File: src/hdl/wutc_pkg.sv
// Shared constants and state types for the wake-up threshold register bank.
// Assumes one clock (hclk) and an asynchronous active-low reset on both ends.
package wutc_pkg;
  // Device register offsets
  localparam logic [7:0] X_LOWER_MSB_OFS = 8'h07;
  localparam logic [7:0] X_UPPER_MSB_OFS = 8'h08;
  localparam logic [7:0] Y_LOWER_MSB_OFS = 8'h09;
  localparam logic [7:0] Y_UPPER_MSB_OFS = 8'h0a;
  localparam logic [7:0] WAKE_CTRL_OFS   = 8'h0d;
  localparam logic [7:0] Y_LOW_OFS       = 8'h0e;
  // Device reset values
  localparam logic [7:0] LOWER_MSB_RST = 8'h80;
  localparam logic [7:0] UPPER_MSB_RST = 8'h7f;
  localparam logic [7:0] WAKE_CTRL_RST = 8'h38;
  localparam logic [7:0] Y_LOW_RST     = 8'h38;
  // Field positions
  localparam int ACTIVE_BIT   = 7;
  localparam int ENABLE_BIT   = 6;
  localparam int UPPER_LSB_HI = 5;
  localparam int UPPER_LSB_LO = 3;
  localparam int LOWER_LSB_HI = 2;
  localparam int LOWER_LSB_LO = 0;
  localparam int FACTORY_HI   = 7;
  localparam int FACTORY_LO   = 6;
  localparam int THRESH_W     = 11;
  // Controller register byte offsets
  localparam logic [7:0] H_CMD_OFS    = 8'h00;
  localparam logic [7:0] H_STATUS_OFS = 8'h04;
  localparam logic [7:0] H_IRQ_ST_OFS = 8'h08;
  localparam logic [7:0] H_IRQ_EN_OFS = 8'h0c;
  localparam logic [7:0] H_IRQ_CL_OFS = 8'h10;
  localparam logic [7:0] H_CTRL_OFS   = 8'h14;
  // Controller field positions
  localparam int CMD_WE_BIT    = 16;
  localparam int ST_BUSY_BIT   = 0;
  localparam int ST_INT_BIT    = 16;
  localparam int IRQ_DONE_BIT  = 0;
  localparam int IRQ_INT_BIT   = 1;
  localparam int IRQ_W         = 2;
  localparam int CTRL_PREP_BIT = 0;

  typedef struct packed {
    logic [7:0] x_lower_msb;
    logic [7:0] x_upper_msb;
    logic [7:0] y_lower_msb;
    logic [7:0] y_upper_msb;
    logic [5:0] x_low_bits;
    logic       wake_enable;
    logic [7:0] y_thresh_low;
    logic       ack;
    logic [7:0] rdata;
    logic       int_n;
  } wutc_dev_state_t;

  typedef enum logic [1:0] {WUTC_IDLE, WUTC_REQ, WUTC_WAIT} wutc_hstate_t;

  typedef struct packed {
    wutc_hstate_t         fsm;
    logic                 req;
    logic                 we;
    logic [7:0]           addr;
    logic [7:0]           wdata;
    logic [7:0]           rdata;
    logic [IRQ_W-1:0]     irq_stat;
    logic [IRQ_W-1:0]     irq_en;
    logic                 prep_ok;
    logic                 dp_valid;
    logic                 dp_write;
    logic [7:0]           dp_addr;
  } wutc_host_state_t;
endpackage

File: src/hdl/wutc_if.sv
// Register-access link between controller and sensor register bank.
// Assumes both ends share hclk; req is a one-cycle pulse answered by ack.
interface wutc_if;
  logic       req;
  logic       we;
  logic [7:0] addr;
  logic [7:0] wdata;
  logic       ack;
  logic [7:0] rdata;
  logic       int_n;

  modport dev  (input req, we, addr, wdata, output ack, rdata, int_n);
  modport host (output req, we, addr, wdata, input ack, rdata, int_n);
endinterface

File: src/hdl/wutc_dev.sv
// Sensor end: wake-up control and x/y threshold registers with comparator.
// Assumes measurement inputs come from logic on hclk, no synchroniser needed.

// Notes on behaviour
// - Bit 6 enables wake-up, read/write
// - Host selects full or short range first
// - Host sets odd config parity first
// - Interrupt when field at/over upper, at/under lower
// - Threshold interrupts only while disable bit zero
// - Control bits 5:3 hold x upper LSBs
// - Control bits 2:0 hold x lower LSBs
// - Y register bits 5:3 hold y upper LSBs
// - Y register bits 2:0 hold y lower LSBs
// - Host writes factory bits 7:6 unchanged
// - Separate MSB byte joins LSBs per threshold
module wutc_dev #(
  parameter int MEAS_W = wutc_pkg::THRESH_W
) (
  input  wire logic              hclk,
  input  wire logic              hresetn,
  input  wire logic              clk_en,
  wutc_if.dev                    link,
  input  wire logic              range_ok,
  input  wire logic              cfg_parity_flag,
  input  wire logic              int_disable,
  input  wire logic              meas_valid,
  input  wire logic [MEAS_W-1:0] meas_x,
  input  wire logic [MEAS_W-1:0] meas_y,
  output logic                   wake_active_flag
);
  wutc_pkg::wutc_dev_state_t state_reg;
  wutc_pkg::wutc_dev_state_t state_next;

  logic signed [MEAS_W-1:0] x_upper;
  logic signed [MEAS_W-1:0] x_lower;
  logic signed [MEAS_W-1:0] y_upper;
  logic signed [MEAS_W-1:0] y_lower;
  logic                     crossed;
  logic                     wr_en;

  // Full threshold from MSB byte and three LSBs
  function automatic logic [MEAS_W-1:0] join_thresh(input logic [7:0] msb,
                                                    input logic [2:0] lsb);
    join_thresh = MEAS_W'({msb, lsb});
  endfunction

  function automatic logic over_under(input logic signed [MEAS_W-1:0] v,
                                     input logic signed [MEAS_W-1:0] up,
                                     input logic signed [MEAS_W-1:0] lo);
    over_under = (v >= up) || (v <= lo);
  endfunction

  // Active only with a valid range and flagged parity
  assign wake_active_flag = state_reg.wake_enable && range_ok
                            && cfg_parity_flag;

  assign x_upper = join_thresh(state_reg.x_upper_msb, state_reg.x_low_bits[5:3]);
  assign x_lower = join_thresh(state_reg.x_lower_msb, state_reg.x_low_bits[2:0]);
  assign y_upper = join_thresh(state_reg.y_upper_msb, state_reg.y_thresh_low[5:3]);
  assign y_lower = join_thresh(state_reg.y_lower_msb, state_reg.y_thresh_low[2:0]);

  assign crossed = over_under($signed(meas_x), x_upper, x_lower)
                   || over_under($signed(meas_y), y_upper, y_lower);

  assign wr_en = link.req && link.we;

  always_comb begin
    state_next       = state_reg;
    state_next.ack   = link.req;
    state_next.int_n = 1'b1;
    if (wr_en) begin
      unique case (link.addr)
        wutc_pkg::X_LOWER_MSB_OFS: state_next.x_lower_msb = link.wdata;
        wutc_pkg::X_UPPER_MSB_OFS: state_next.x_upper_msb = link.wdata;
        wutc_pkg::Y_LOWER_MSB_OFS: state_next.y_lower_msb = link.wdata;
        wutc_pkg::Y_UPPER_MSB_OFS: state_next.y_upper_msb = link.wdata;
        wutc_pkg::WAKE_CTRL_OFS: begin
          state_next.wake_enable = link.wdata[wutc_pkg::ENABLE_BIT];
          state_next.x_low_bits  = link.wdata[5:0];
        end
        wutc_pkg::Y_LOW_OFS: state_next.y_thresh_low = link.wdata;
        default: ;
      endcase
    end
    if (link.req && !link.we) begin
      unique case (link.addr)
        wutc_pkg::X_LOWER_MSB_OFS: state_next.rdata = state_reg.x_lower_msb;
        wutc_pkg::X_UPPER_MSB_OFS: state_next.rdata = state_reg.x_upper_msb;
        wutc_pkg::Y_LOWER_MSB_OFS: state_next.rdata = state_reg.y_lower_msb;
        wutc_pkg::Y_UPPER_MSB_OFS: state_next.rdata = state_reg.y_upper_msb;
        wutc_pkg::WAKE_CTRL_OFS:   state_next.rdata = {wake_active_flag, state_reg.wake_enable,
                                                       state_reg.x_low_bits};
        wutc_pkg::Y_LOW_OFS:   state_next.rdata = state_reg.y_thresh_low;
        default:               state_next.rdata = 8'h00;
      endcase
    end
    // One-cycle low pulse per crossing measurement
    if (meas_valid && wake_active_flag && !int_disable && crossed) begin
      state_next.int_n = 1'b0;
    end
  end

  always_ff @(posedge hclk or negedge hresetn) begin
    if (!hresetn) begin
      state_reg.x_lower_msb  <= wutc_pkg::LOWER_MSB_RST;
      state_reg.x_upper_msb  <= wutc_pkg::UPPER_MSB_RST;
      state_reg.y_lower_msb  <= wutc_pkg::LOWER_MSB_RST;
      state_reg.y_upper_msb  <= wutc_pkg::UPPER_MSB_RST;
      state_reg.x_low_bits   <= wutc_pkg::WAKE_CTRL_RST[5:0];
      state_reg.wake_enable  <= wutc_pkg::WAKE_CTRL_RST[wutc_pkg::ENABLE_BIT];
      state_reg.y_thresh_low <= wutc_pkg::Y_LOW_RST;
      state_reg.ack          <= 1'b0;
      state_reg.rdata        <= 8'h00;
      state_reg.int_n        <= 1'b1;
    end else if (clk_en) begin
      state_reg <= state_next;
    end
  end

  assign link.ack   = state_reg.ack;
  assign link.rdata = state_reg.rdata;
  assign link.int_n = state_reg.int_n;
endmodule // wutc_dev

File: src/flat_wrapper.sv
// flat-port wrapper written by rule: the top's interface ports become plain ports
module wutc_dev_flat 
#(
  parameter int MEAS_W = wutc_pkg::THRESH_W
)
  (hclk, hresetn, clk_en, range_ok, cfg_parity_flag, int_disable, meas_valid, meas_x, meas_y, wake_active_flag, link_req, link_we, link_addr, link_wdata, link_ack, link_rdata, link_int_n);
  wutc_if link_i ();
  input  wire logic hclk;
  input  wire logic hresetn;
  input  wire logic clk_en;
  input  wire logic range_ok;
  input  wire logic cfg_parity_flag;
  input  wire logic int_disable;
  input  wire logic meas_valid;
  input  wire logic [MEAS_W-1:0] meas_x;
  input  wire logic [MEAS_W-1:0] meas_y;
  output logic wake_active_flag;
  input wire logic [$bits(link_i.req)-1:0] link_req;
  input wire logic [$bits(link_i.we)-1:0] link_we;
  input wire logic [$bits(link_i.addr)-1:0] link_addr;
  input wire logic [$bits(link_i.wdata)-1:0] link_wdata;
  output wire logic [$bits(link_i.ack)-1:0] link_ack;
  output wire logic [$bits(link_i.rdata)-1:0] link_rdata;
  output wire logic [$bits(link_i.int_n)-1:0] link_int_n;
  assign link_i.req = link_req;
  assign link_i.we = link_we;
  assign link_i.addr = link_addr;
  assign link_i.wdata = link_wdata;
  assign link_ack = link_i.ack;
  assign link_rdata = link_i.rdata;
  assign link_int_n = link_i.int_n;
  wutc_dev #(.MEAS_W(MEAS_W)) u_core (.hclk(hclk), .hresetn(hresetn), .clk_en(clk_en), .link(link_i), .range_ok(range_ok), .cfg_parity_flag(cfg_parity_flag), .int_disable(int_disable), .meas_valid(meas_valid), .meas_x(meas_x), .meas_y(meas_y), .wake_active_flag(wake_active_flag));
endmodule
File: config.mk
export PLATFORM = sky130hd
export DESIGN_NAME = wutc_dev_flat
export DESIGN_NICKNAME = d
export VERILOG_FILES = /design/src/hdl/wutc_pkg.sv /design/src/hdl/wutc_if.sv /design/src/hdl/wutc_dev.sv /design/src/flat_wrapper.sv
export SDC_FILE = /design/constraint.sdc
export NUM_CORES = 1
export LEC_CHECK = 0
export ABC_CLOCK_PERIOD_IN_PS = 3540
export BUFFER_PORTS_ARGS = -buffer_cell sky130_fd_sc_hd__buf_2
export CORE_ASPECT_RATIO = 1.2
export CORE_UTILIZATION = 40
export DETAILED_ROUTE_END_ITERATION = 6
export SYNTH_ARGS = -nofsm -noshare
export SYNTH_HDL_FRONTEND = slang
export SYNTH_SLANG_ARGS = --single-unit
export TNS_END_PERCENT = 1
File: constraint.sdc
create_clock -name hclk -period 3.54 [get_ports hclk]
set_input_delay 0.354 -clock hclk [delete_from_list [all_inputs] [get_ports hclk]]
set_output_delay 0.354 -clock hclk [all_outputs]
set_load 0.02 [all_outputs]
==> implementation parameters <==
Parameter                              Value

Detailed routing
  Drt drc    0
  Met3 wire length    658 um
  Via count    3017
  Post-detailed-route via-to-cell ratio    5.40
  Routed Antenna Nets    0
  Post-detailed-route wirelength per cell    17.8 um
  Final WL    9.97 mm
  Max Used Layer    met4
  Wl on met1    4.09 mm
  Violation count after the first detailed-routing iteration    216
  Drt pass-1 iters    6
  Met2 Wirelength    4.95 mm

Floorplan
  Area of the core    0.00870 mm^2
  Height of the chip    107 um
  Floorplan die area    0.00952 mm^2
  I/O pin count    58
  Initial standard-cell utilization of the core    0.420
  Floorplan die width    89.2 um
  FP Rows    37

Clock network
  Number of setup buffers added after CTS    0
  TritonCTS Buffers    9
  Count of instances resized after the clock tree is built    0
  Max clock buf depth    2
  Root Driver    sky130_fd_sc_hd__clkbuf_8
  Reg clk slew, reported paths    0.06 ns
  CTS Sinks    57
  TritonCTS clock tree    done
  Number of buffers inserted by hold repair at cts    0
  CTS H-tree depth    3
  Clock network latency to the later pin of the worst-skew pair    0.35 ns

Synth
  Most area-hungry cell type in the Yosys netlist    sky130_fd_sc_hd__dfrtp_1
  Total standard cell area after synthesis    0.00365 mm^2
  FFs w/ async S/R, synth    1.00
  Number of flops mapped to enable cells by yosys    0
  Synth Warn #    0
  Most used standard cells in the synthesized netlist    sky130_fd_sc_hd__inv_1, sky130_fd_sc_hd__nand2_1, sky130_fd_sc_hd__ha_1
  Syn Inst Count    385
  Syn Nets    476
  Area contributors post-synth    sky130_fd_sc_hd__dfrtp_1, sky130_fd_sc_hd__dfstp_2, sky130_fd_sc_hd__ha_1, sky130_fd_sc_hd__o21ai_0, sky130_fd_sc_hd__inv_1
  Synthesized area per cell    9.49 um^2
  Primary flip-flop cell chosen by synthesis mapping    sky130_fd_sc_hd__dfrtp_1
  Number of register bits inferred by synthesis    57
  Post-synthesis cell type count    38
  Share of Yosys cell area claimed by the top area cell type    0.233
  Sequential fraction of the synthesis area    0.398

Pwr
  Worst vdd ir    0.174 mV
  Power density over the cells    354 mW/mm^2
  Leakage dissipation    2.15 nW

Critical path
  Depth of the worst register-to-register path    8
  Crit Path Category    flip-flop to flip-flop
  Highest net fanout along the worst path    3
  CP startpoint kind    flip-flop
  Arrival @ worst endpoint    2.65 ns
  Crit. End Element    flip-flop
  Setup slack of the worst register-to-register path    1.12 ns
  Required arrival time at the worst endpoint    3.77 ns

STA
  Number of endpoints with negative hold slack in the final report    0
  Period Utilization, post-route    0.683
  Max Clock Skew    0.0112 ns
  Transition time of the tightest slew-check pin    0.914 ns
  Final setup violation count    0
  RSZ-0062 raised after global routing    false
  Setup total negative slack    0 ns
  Max Fclk    0.414 GHz
  Final Critical Period    2.42 ns
  Slew Viols, Final    0
  Normalized max-slew margin    0.390
  Least setup slack across all paths after layout    1.12 ns
  Worst hold slack    0.138 ns

Global routing
  Initial antenna violation count    0
  Maximum number of pins on one net before global-route repair    41
  Via count of the first global-routing pass    2977
  Total congestion overflow after global routing    0
  Global-route usage over all layers    0.233
  Wire length of the first global-routing pass    15.8 mm

Place
  Count of port buffers added during placement    57
  GPL Wtd Cong    0.902
  Hpwl dp    7.68 mm
  Pre-CTS worst setup slack    1.15 ns

Cells and area
  Nets@finish    528
  Number of filler cells placed in the layout    874
  N_diodes    0
  Area delta synth->final    14.7%
  Max reg flops    47
  Proportion of layout cells with a drive suffix above 1    0.262

Job
  Number of violations of the max-capacitance limit    0

Hold path
  Worst min-delay path class    input pin to asynchronous set/reset pin

Run status
  Result of the run    completed
-- path summary, 6_finish.rpt --
path	endpoint	startpoint
max reg2reg	u_core.link.int_n	u_core.state_reg[44]
max	u_core.link.int_n	u_core.state_reg[44]
min in group hclk	u_core.link.ack	link_req
min reg2reg	u_core.link.rdata[0]	u_core.link.rdata[0]
min	u_core.state_reg[50]	hresetn
max in group asynchronous	u_core.state_reg[56]	hresetn
-- metrics by stage --
step           std cells   util  instance area [um^2]  power (mW)
2_1_floorplan        385      -                  3650       0.777
3_5_place_dp         543  0.459                  3990       0.868
4_1_cts              559  0.482                  4190        1.50
6_report             559  0.482                  4190        1.48
5_1_grt              559  0.482                  4190        1.55
3_3_place_gp         543  0.459                  3990       0.863
-- cell type report --
class / count / area (um^2) / share of cell area
clock buffers: 13 / 159 / 0.0379
well taps: 117 / 146 / 0.0349
flip-flops and latches: 57 / 1460 / 0.347
multi-input cells: 263 / 1910 / 0.456
inverters: 46 / 173 / 0.0412
clock inverters: 3 / 40.0 / 0.00955
repair buffers: 60 / 308 / 0.0734
-- cell families after synthesis --
kind of cell               share of synthesized area
DFF                                            0.398
and+or+nand+nor                                0.128
AOI/OAI and AO/OA                              0.162
muxes                                         0.0822
buffers and inverters                         0.0788
adders and majority gates                      0.151
-- worst max-delay path, stage by stage (launching register included) --
cell	delay, ns
sky130_fd_sc_hd__dfstp_2	0.55
sky130_fd_sc_hd__inv_1	0.05
sky130_fd_sc_hd__ha_1	0.28
sky130_fd_sc_hd__a211oi_1	0.24
sky130_fd_sc_hd__o21ai_0	0.12
sky130_fd_sc_hd__a221oi_1	0.36
sky130_fd_sc_hd__nand3_1	0.12
sky130_fd_sc_hd__o21a_1	0.16
sky130_fd_sc_hd__o41ai_1	0.42
-- per-layer routing --
metal | track usage | vias up
met5 | 0 | -
met4 | 0.0964 | 0
met3 | 0.0554 | 20
met2 | 0.381 | 103
met1 | 0.290 | 1434
li1 | - | 1460
-- power by group --
group / internal (mW) / total (mW) / switching [mW]
sequential: 0.672 / 0.681 / 0.00918
clock: 0.362 / 0.625 / 0.263
combinational: 0.0669 / 0.177 / 0.110
-- layout by cell type, fill, tap and decap left out, types with 11 or more instances in the layout --
cell type / count
sky130_fd_sc_hd__a21oi_1: 20
sky130_fd_sc_hd__buf_2: 57
sky130_fd_sc_hd__clkbuf_8: 11
sky130_fd_sc_hd__dfrtp_1: 34
sky130_fd_sc_hd__dfstp_2: 23
sky130_fd_sc_hd__ha_1: 44
sky130_fd_sc_hd__inv_1: 46
sky130_fd_sc_hd__nand2_1: 46
sky130_fd_sc_hd__nor2_1: 11
sky130_fd_sc_hd__o21ai_0: 43
No activity file was read; power rests on OpenSTA's default activity.
